==> src/core/tio_cfg.svh <==
`ifndef TIO_CFG_SVH
`define TIO_CFG_SVH

// Clock and time base.
`define TIO_CLK_PERIOD_NS 4
`define TIO_BASE_TICK_NS 2000000
`define TIO_BASE_TICK_CYCLES (`TIO_BASE_TICK_NS / `TIO_CLK_PERIOD_NS)
`define TIO_SETTLE_UNIT_MS 10
`define TIO_DELAY_UNIT_MS 100
`define TIO_INPUT_UNIT_MS 2
`define TIO_SETTLE_TICKS (`TIO_SETTLE_UNIT_MS / `TIO_INPUT_UNIT_MS)
`define TIO_DELAY_TICKS (`TIO_DELAY_UNIT_MS / `TIO_INPUT_UNIT_MS)

// Setting ranges and reset values.
`define TIO_DELAY_MAX 10'h3e8
`define TIO_DELAY_RST 10'h000
`define TIO_FILT_MAX 8'hc8
`define TIO_FILT_RST 8'h01
`define TIO_SETTLE_MAX 8'hc8
`define TIO_SETTLE_RST 8'h00
`define TIO_SEL_RST 5'h00
`define TIO_OP_RST 2'h0

// Word indices of the register map (byte address is four times the index).
`define TIO_IDX_DELAY0 6'h00
`define TIO_IDX_LOGIC0 6'h08
`define TIO_IDX_FILT0 6'h10
`define TIO_IDX_SETTLE 6'h19
`define TIO_IDX_STATUS 6'h1a
`define TIO_IDX_STEP 6'h1b

// Field positions.
`define TIO_DLY_ON_LSB 0
`define TIO_DLY_OFF_LSB 16
`define TIO_SEL1_LSB 0
`define TIO_SEL2_LSB 8
`define TIO_OP_LSB 16
`define TIO_ST_IN_LSB 0
`define TIO_ST_OUT_LSB 9
`define TIO_ST_LOG_LSB 15

`endif

==> src/core/tio_pkg.sv <==
package tio_pkg;

    localparam int TIO_NUM_OUT = 6;
    localparam int TIO_NUM_LOG = 6;
    localparam int TIO_NUM_IN = 9;
    localparam int TIO_NUM_SRC = 32;

    typedef enum logic [1:0] {
        TIO_OP_AND = 2'h0,
        TIO_OP_OR = 2'h1,
        TIO_OP_XOR = 2'h2
    } tio_op_t;

    typedef struct packed {
        logic [9:0] off_dly;
        logic [9:0] on_dly;
    } tio_delay_t;

    typedef struct packed {
        tio_op_t op;
        logic [4:0] sel2;
        logic [4:0] sel1;
    } tio_logic_cfg_t;

    typedef struct packed {
        logic psel;
        logic penable;
        logic pwrite;
        logic [7:0] paddr;
        logic [31:0] pwdata;
    } tio_apb_req_t;

endpackage

==> src/core/tio_top.sv <==
// Notes on behaviour
// - Each output turns on after its on-delay.
// - Each output turns off after its off-delay.
// - Delays 0-100 s in tenths, default zero.
// - Six logic outputs from two selected sources.
// - Operator code: 00 AND, 01 OR, 02 XOR.
// - Logic outputs never offered as sources.
// - Eight input filters: 0-200 x 2ms, default 1.
// - Forward-run input filtered the same way.
// - Multi-step selection latched after 0-200 x 10 ms.
//
// The APB register port and the register addresses were decided locally.
`timescale 1ns/1ns
`include "tio_cfg.svh"

module tio_top #(
    parameter int TICK_CYCLES = `TIO_BASE_TICK_CYCLES
) (
    // Clock and reset.
    input wire logic clk_in,
    input wire logic reset_n_in,
    // APB slave.
    input wire tio_pkg::tio_apb_req_t apb_req_in,
    output logic pready_out,
    output logic pslverr_out,
    output logic [31:0] prdata_out,
    // Field terminals and drive status.
    input wire logic [tio_pkg::TIO_NUM_IN-1:0] terminal_raw_in,
    input wire logic [tio_pkg::TIO_NUM_OUT-1:0] out_source_in,
    input wire logic [tio_pkg::TIO_NUM_SRC-1:0] status_source_in,
    // Results.
    output logic [tio_pkg::TIO_NUM_IN-1:0] terminal_filtered_out,
    output logic [tio_pkg::TIO_NUM_OUT-1:0] terminal_drive_out,
    output logic [tio_pkg::TIO_NUM_LOG-1:0] combined_logic_out,
    output logic [7:0] multistep_select_out
);
    import tio_pkg::*;

    // ****************************************************************
    // Time base
    // ****************************************************************
    // Every wait counts this one free-running 2 ms tick, so a wait may end up
    // to one tick early; coarser shared ticks would cost a whole step instead.
    logic [31:0] base_cnt_reg;
    logic tick_base;

    assign tick_base = (base_cnt_reg == 32'(TICK_CYCLES - 1));

    always_ff @(posedge clk_in)
    begin
        if (!reset_n_in || tick_base)
            base_cnt_reg <= 32'h0000_0000;
        else
            base_cnt_reg <= base_cnt_reg + 32'h0000_0001;
    end

    // ****************************************************************
    // Register file
    // ****************************************************************
    tio_delay_t delay_reg [TIO_NUM_OUT];
    tio_logic_cfg_t logic_cfg_reg [TIO_NUM_LOG];
    logic [7:0] filt_time_reg [TIO_NUM_IN];
    logic [7:0] settle_time_reg;
    logic [5:0] idx;
    logic wr_en, mapped;
    logic [31:0] rd_next;
    logic [9:0] wr_on, wr_off;
    logic [7:0] wr_byte;

    assign idx = apb_req_in.paddr[7:2];
    assign wr_en = apb_req_in.psel && apb_req_in.penable && apb_req_in.pwrite && mapped;
    assign wr_on = apb_req_in.pwdata[`TIO_DLY_ON_LSB +: 10];
    assign wr_off = apb_req_in.pwdata[`TIO_DLY_OFF_LSB +: 10];
    assign wr_byte = apb_req_in.pwdata[7:0];
    // Zero wait states: read data is captured in the setup cycle.
    assign pready_out = 1'b1;
    assign pslverr_out = apb_req_in.psel && apb_req_in.penable && !mapped;

    always_comb
    begin
        mapped = 1'b1;
        rd_next = 32'h0000_0000;
        if (idx >= `TIO_IDX_DELAY0 && idx < `TIO_IDX_DELAY0 + 6'(TIO_NUM_OUT))
        begin
            rd_next[`TIO_DLY_ON_LSB +: 10] = delay_reg[3'(idx - `TIO_IDX_DELAY0)].on_dly;
            rd_next[`TIO_DLY_OFF_LSB +: 10] = delay_reg[3'(idx - `TIO_IDX_DELAY0)].off_dly;
        end
        else if (idx >= `TIO_IDX_LOGIC0 && idx < `TIO_IDX_LOGIC0 + 6'(TIO_NUM_LOG))
        begin
            rd_next[`TIO_SEL1_LSB +: 5] = logic_cfg_reg[3'(idx - `TIO_IDX_LOGIC0)].sel1;
            rd_next[`TIO_SEL2_LSB +: 5] = logic_cfg_reg[3'(idx - `TIO_IDX_LOGIC0)].sel2;
            rd_next[`TIO_OP_LSB +: 2] = logic_cfg_reg[3'(idx - `TIO_IDX_LOGIC0)].op;
        end
        else if (idx >= `TIO_IDX_FILT0 && idx < `TIO_IDX_FILT0 + 6'(TIO_NUM_IN))
            rd_next[7:0] = filt_time_reg[4'(idx - `TIO_IDX_FILT0)];
        else if (idx == `TIO_IDX_SETTLE)
            rd_next[7:0] = settle_time_reg;
        else if (idx == `TIO_IDX_STATUS)
        begin
            rd_next[`TIO_ST_IN_LSB +: TIO_NUM_IN] = terminal_filtered_out;
            rd_next[`TIO_ST_OUT_LSB +: TIO_NUM_OUT] = terminal_drive_out;
            rd_next[`TIO_ST_LOG_LSB +: TIO_NUM_LOG] = combined_logic_out;
        end
        else if (idx == `TIO_IDX_STEP)
            rd_next[7:0] = multistep_select_out;
        else
            mapped = 1'b0;
    end

    always_ff @(posedge clk_in)
    begin
        if (!reset_n_in)
            prdata_out <= 32'h0000_0000;
        else if (apb_req_in.psel && !apb_req_in.penable)
            prdata_out <= rd_next;
    end

    // Out-of-range delay, filter and settle times are clamped to the top of their range.
    generate
        for (genvar d = 0; d < TIO_NUM_OUT; d++)
        begin : g_dly_reg
            always_ff @(posedge clk_in)
            begin
                if (!reset_n_in)
                begin
                    delay_reg[d].on_dly <= `TIO_DELAY_RST;
                    delay_reg[d].off_dly <= `TIO_DELAY_RST;
                end
                else if (wr_en && idx == `TIO_IDX_DELAY0 + 6'(d))
                begin
                    delay_reg[d].on_dly <= (wr_on > `TIO_DELAY_MAX) ? `TIO_DELAY_MAX : wr_on;
                    delay_reg[d].off_dly <= (wr_off > `TIO_DELAY_MAX) ? `TIO_DELAY_MAX : wr_off;
                end
            end
        end
        for (genvar l = 0; l < TIO_NUM_LOG; l++)
        begin : g_log_reg
            always_ff @(posedge clk_in)
            begin
                if (!reset_n_in)
                begin
                    logic_cfg_reg[l].sel1 <= `TIO_SEL_RST;
                    logic_cfg_reg[l].sel2 <= `TIO_SEL_RST;
                    logic_cfg_reg[l].op <= tio_op_t'(`TIO_OP_RST);
                end
                else if (wr_en && idx == `TIO_IDX_LOGIC0 + 6'(l))
                begin
                    logic_cfg_reg[l].sel1 <= apb_req_in.pwdata[`TIO_SEL1_LSB +: 5];
                    logic_cfg_reg[l].sel2 <= apb_req_in.pwdata[`TIO_SEL2_LSB +: 5];
                    // An undefined operator code leaves the operator unchanged.
                    if (apb_req_in.pwdata[`TIO_OP_LSB +: 2] != 2'h3)
                        logic_cfg_reg[l].op <= tio_op_t'(apb_req_in.pwdata[`TIO_OP_LSB +: 2]);
                end
            end
        end
        for (genvar f = 0; f < TIO_NUM_IN; f++)
        begin : g_filt_reg
            always_ff @(posedge clk_in)
            begin
                if (!reset_n_in)
                    filt_time_reg[f] <= `TIO_FILT_RST;
                else if (wr_en && idx == `TIO_IDX_FILT0 + 6'(f))
                    filt_time_reg[f] <= (wr_byte > `TIO_FILT_MAX) ? `TIO_FILT_MAX : wr_byte;
            end
        end
    endgenerate

    always_ff @(posedge clk_in)
    begin
        if (!reset_n_in)
            settle_time_reg <= `TIO_SETTLE_RST;
        else if (wr_en && idx == `TIO_IDX_SETTLE)
            settle_time_reg <= (wr_byte > `TIO_SETTLE_MAX) ? `TIO_SETTLE_MAX : wr_byte;
    end

    // ****************************************************************
    // Output delays
    // ****************************************************************
    // A tenth of a second is a fixed count of base ticks, counted per output.
    generate
        for (genvar o = 0; o < TIO_NUM_OUT; o++)
        begin : g_out
            logic [15:0] dly_cnt_reg, dly_limit;
            assign dly_limit = 16'(out_source_in[o] ? delay_reg[o].on_dly : delay_reg[o].off_dly)
                * 16'(`TIO_DELAY_TICKS);
            always_ff @(posedge clk_in)
            begin
                if (!reset_n_in)
                begin
                    dly_cnt_reg <= 16'h0000;
                    terminal_drive_out[o] <= 1'b0;
                end
                else if (out_source_in[o] == terminal_drive_out[o])
                    dly_cnt_reg <= 16'h0000;
                else if (dly_cnt_reg >= dly_limit)
                begin
                    terminal_drive_out[o] <= out_source_in[o];
                    dly_cnt_reg <= 16'h0000;
                end
                else if (tick_base)
                    dly_cnt_reg <= dly_cnt_reg + 16'h0001;
            end
        end
    endgenerate

    // ****************************************************************
    // Combined logic outputs
    // ****************************************************************
    // Sources come only from status_source_in, which never carries these outputs.
    generate
        for (genvar c = 0; c < TIO_NUM_LOG; c++)
        begin : g_log
            logic src_a;
            logic src_b;
            assign src_a = status_source_in[logic_cfg_reg[c].sel1];
            assign src_b = status_source_in[logic_cfg_reg[c].sel2];
            always_ff @(posedge clk_in)
            begin
                if (!reset_n_in)
                    combined_logic_out[c] <= 1'b0;
                else
                begin
                    unique case (logic_cfg_reg[c].op)
                        TIO_OP_AND: combined_logic_out[c] <= src_a & src_b;
                        TIO_OP_OR: combined_logic_out[c] <= src_a | src_b;
                        TIO_OP_XOR: combined_logic_out[c] <= src_a ^ src_b;
                        default: combined_logic_out[c] <= src_a & src_b;
                    endcase
                end
            end
        end
    endgenerate

    // ****************************************************************
    // Input filters
    // ****************************************************************
    generate
        for (genvar i = 0; i < TIO_NUM_IN; i++)
        begin : g_in
            logic [2:0] sync_reg;
            logic [7:0] filt_cnt_reg;
            logic stable;
            always_ff @(posedge clk_in)
            begin
                if (!reset_n_in)
                    sync_reg <= 3'h0;
                else
                    sync_reg <= {sync_reg[1:0], terminal_raw_in[i]};
            end
            assign stable = (sync_reg[1] == sync_reg[2]);
            always_ff @(posedge clk_in)
            begin
                if (!reset_n_in)
                begin
                    filt_cnt_reg <= 8'h00;
                    terminal_filtered_out[i] <= 1'b0;
                end
                else if (!stable || sync_reg[2] == terminal_filtered_out[i])
                    filt_cnt_reg <= 8'h00;
                else if (filt_cnt_reg >= filt_time_reg[i])
                begin
                    terminal_filtered_out[i] <= sync_reg[2];
                    filt_cnt_reg <= 8'h00;
                end
                else if (tick_base)
                    filt_cnt_reg <= filt_cnt_reg + 8'h01;
            end
        end
    endgenerate

    // ****************************************************************
    // Multi-step selection settling
    // ****************************************************************
    logic [7:0] step_seen_reg;
    logic [9:0] settle_cnt_reg, settle_limit;
    assign settle_limit = 10'(settle_time_reg) * 10'(`TIO_SETTLE_TICKS);

    always_ff @(posedge clk_in)
    begin
        if (!reset_n_in)
        begin
            settle_cnt_reg <= 10'h000;
            step_seen_reg <= 8'h00;
            multistep_select_out <= 8'h00;
        end
        else if (terminal_filtered_out[7:0] != step_seen_reg)
        begin
            step_seen_reg <= terminal_filtered_out[7:0];
            settle_cnt_reg <= 10'h000;
        end
        else if (step_seen_reg != multistep_select_out)
        begin
            if (settle_cnt_reg >= settle_limit)
                multistep_select_out <= step_seen_reg;
            else if (tick_base)
                settle_cnt_reg <= settle_cnt_reg + 10'h001;
        end
    end
endmodule // tio_top

==> config.mk <==
export PLATFORM = sky130hd
export DESIGN_NAME = tio_top
export DESIGN_NICKNAME = d
export VERILOG_FILES = /design/src/core/tio_pkg.sv /design/src/core/tio_top.sv
export VERILOG_INCLUDE_DIRS = /design/src /design/src/core
export SDC_FILE = /design/constraint.sdc
export NUM_CORES = 2
export LEC_CHECK = 0
export BUFFER_PORTS_ARGS = -buffer_cell sky130_fd_sc_hd__buf_2
export CAP_MARGIN = 10
export CORE_ASPECT_RATIO = 0.6
export CORE_MARGIN = 5
export CORE_UTILIZATION = 63
export CTS_CLUSTER_SIZE = 40
export DETAILED_ROUTE_END_ITERATION = 10
export HOLD_SLACK_MARGIN = 0.05
export PLACE_DENSITY = 0.81
export SLEW_MARGIN = 0
export SYNTH_ARGS = -nofsm -noshare
export SYNTH_HDL_FRONTEND = slang
export SYNTH_SLANG_ARGS = --single-unit
export TNS_END_PERCENT = 20
==> constraint.sdc <==
create_clock -name clk_in -period 8.4 [get_ports clk_in]
set_input_delay 1.68 -clock clk_in [delete_from_list [all_inputs] [get_ports clk_in]]
set_output_delay 1.68 -clock clk_in [all_outputs]
set_load 0.03 [all_outputs]
==> results.toml <==
[status]
status = "complete, but fails checks"
violations = "design-rule violations"

[logic_synthesis]
synth_area_mm2 = 0.0379
ys_warn_count = 0
avgSynthCellArea_um2 = 10.1
post-synth-top-area-fraction_pct = 20.9
synth_area_leaders = "edfxtp_1, dfxtp_1, ha_1"
synthCells = 3747
ys_seq_elements = 572
ys_types = 57
async_reset_ff_share_pct = 0
synthFlopType = "dfxtp_1"
yosysSeqAreaShare_pct = 37.1
synth_edf_count = 264
synth.most_common_cell = "ha_1"
netlist_top_cells_count = "ha_1, nor2_1, dfxtp_1"
yosys.area.top_type = "edfxtp_1"

[floorplanning]
die-area_mm2 = 0.0654
ioPinCount = 155
placement_rows = 69
start_util_pct = 63.9
die_x_um = 327
core_area_mm2 = 0.0594
die_height_um = 200

[clocking]
worstSkewPairLatency_ns = 0.64
cts_buffers = 54
htree_levels = 2
clock_path_buffers = 3
root_buffer = "clkbuf_16"
numClockSinks = 572
cts_resized = 0
clk_pin_slew_ns = 0.07
ctsHoldBuffers = 0
tritoncts = "built"
postCtsSetupBuffers = 0

[timing]
min_period_ns = 7.02
period_share_pct = 83.5
rsz0062_at_grt = "no"
relSlewSlack_pct = 18.5
drv_slew = 0
finClkSkew_ns = 0.0385
finalHoldViolCount = 0
setup_tns_ns = 0
fmax_mhz = 143
setup_viol = 0
tightest_slew_ns = 1.21

[routing]
wl_met3_um = 17900
routed_wl_um = 108000
highest_layer = "met5"
wl_per_cell_um = 23.3
route.detailed.drc = 2
wl_met2_um = 42100
drtPass1Iterations = 11
vias = 30000
drtAntennaViolNets = 0
via_per_inst = 6.46
wl_met1_um = 43900
drt_iter0_markers = 4406

[pwr]
p_leak_nw = 17.5
power.density_mw_per_mm2 = 185
vdd_ir_drop_max_mv = 0.174

[placement]
postPlaceCellArea_mm2 = 0.0392
dpl.hpwl_um = 80400
place.gp.congestion = 1.01
dp.cells = 4533
numPortBuffers = 136

[worst_setup_path]
crit_family = "compound AO/OA/AOI/OAI gates"
critPathBufInv = 2
crit_type = "primary input to flop"
arrival_ns = 7.56
critPathSlowestCell = "mux2i_1"
crit_path_start_kind = "primary input"
crit_required_ns = 8.95
worst_setup_path_end_kind = "flop"
crit_top_cell = "ha_1"
worstPathMaxFanout = 16
critPathMaxStageDelay_ns = 0.63
crit_chain = "buf_2 -> mux2i_1 -> inv_1 -> ha_1 -> ha_1 -> ha_1 -> ha_1 -> a21o_1 -> a211oi_1 -> nor2_1 -> or4_1 -> a41o_1 -> a21oi_1 -> xor2_1 -> ha_1 -> a21o_1 -> a21oi_1 -> o21ai_0 -> nor2_1 -> nand3_1 -> a21oi_1"

[flow_run]
cap_violations = 0

[global_routing]
grt_pass1_vias = 28400
gr-total-overflow = 0
grtUsageTotal_pct = 32.2
grt_first_pass_wirelength_um = 166000
grt_max_degree = 75
antenna_found_initial = 16

[cells_and_area]
fin_cells = 4647
largest_reg_flops = 120
multi_input_area_mm2 = 0.0222
nFillCells = 4271
final_area_mm2 = 0.0412
drive_above_1_share_pct = 12.8
seq_area_mm2 = 0.0141
fin_nets = 4364
area_growth_pct = 8.56

[worst_hold_path]
hold_class = "flop to flop"
==> cell type report <==
cell class                      count  area share, %
Tap cell                          781           2.37
Antenna cell                        8         0.0486
Timing Repair Buffer              167           2.22
Clock inverter                     34           1.01
Inverter                          282           2.57
Clock buffer                       68           3.69
Multi-Input combinational cell   2735           53.9
Sequential cell                   572           34.2
==> placed cells by master, fill, tap and decap left out, types with 58 or more instances in the layout <==
cell type,synthesis,routed
clkbuf_16,0,58
edfxtp_1,264,264
nand4_1,79,79
xor2_1,212,212
nand2_1,263,263
dfxtp_1,308,308
inv_1,282,283
nor2_1,415,415
mux4_2,169,169
o21ai_0,162,156
mux2i_1,77,77
buf_2,3,136
ha_1,429,429
nand3_1,109,109
and2_1,165,165
a21oi_1,153,153
==> cell families after synthesis <==
group	after synthesis	synth area share [%]
AOI/OAI and AO/OA	470	7.37
xor gates and xnor gates	269	6.21
adders and majority gates	460	15.8
buffers and inverters	445	4.48
DFF	572	37.1
muxes	284	13.2
other	2	0.0198
and+or+nand+nor	1245	15.8
==> report_power, final <==
| part | total [W] | internal (W) | leakage [nW] | switching [W] |
|---|---|---|---|---|
| Sequential | 0.00309 | 0.00299 | 5.00 | 0.0000957 |
| Clock | 0.00269 | 0.00152 | 0.953 | 0.00117 |
| Combinational | 0.00185 | 0.000778 | 11.5 | 0.00107 |
| Total | 0.00763 | 0.00529 | 17.5 | 0.00234 |
==> layer usage <==
metal	global-route usage [%]	vias up
met3	14.0	377
li1	-	13400
met1	47.1	14200
met2	43.0	2014
met4	10.0	14
met5	1.38	-
==> worst register-to-register path, cell delays in order, from the launching register on <==
cell and delay [ns]:
edfxtp_1 0.45, mux2i_1 0.43, inv_1 0.13, ha_1 0.30, ha_1 0.31, fa_1 0.47
ha_1 0.36, nor2b_1 0.15, o21ai_0 0.26, a21oi_1 0.15, or4_1 0.46, a31o_2 0.26
a21oi_1 0.23, xor2_1 0.28, ha_1 0.30, a21oi_1 0.15, o21ai_0 0.11, nor2_1 0.25
nand3_1 0.53, a21oi_1 0.29
==> metrics by stage <==
step	util (%)	hold WS (ns)	total power [W]	setup slack [ns]
CTS	69.3	0.439	0.00758	1.63
floorplan	-	0.412	0.00444	1.81
global route	69.4	0.454	0.00796	1.13
finish	69.4	0.434	0.00763	1.38
global placement	66.0	0.415	0.00484	1.15
detailed placement	66.0	0.423	0.00491	1.04
==> final timing paths <==
check                                 startpoint                              endpoint  slack (ns)  cells after the start
setup reg to reg   delay_reg[3][2]$_SDFFCE_PN0P_  g_out[3].dly_cnt_reg[1]$_SDFFE_PP0N_        2.44                     19
hold reg to reg   g_in[2].sync_reg[0]$_SDFF_PN0_        g_in[2].sync_reg[1]$_SDFF_PN0_        0.43                      1
setup / recovery                out_source_in[1]  g_out[1].dly_cnt_reg[1]$_SDFFE_PP0N_        1.38                     21
hold / removal    g_in[2].sync_reg[0]$_SDFF_PN0_        g_in[2].sync_reg[1]$_SDFF_PN0_        0.43                      1
(Power assumes the default switching activity.)
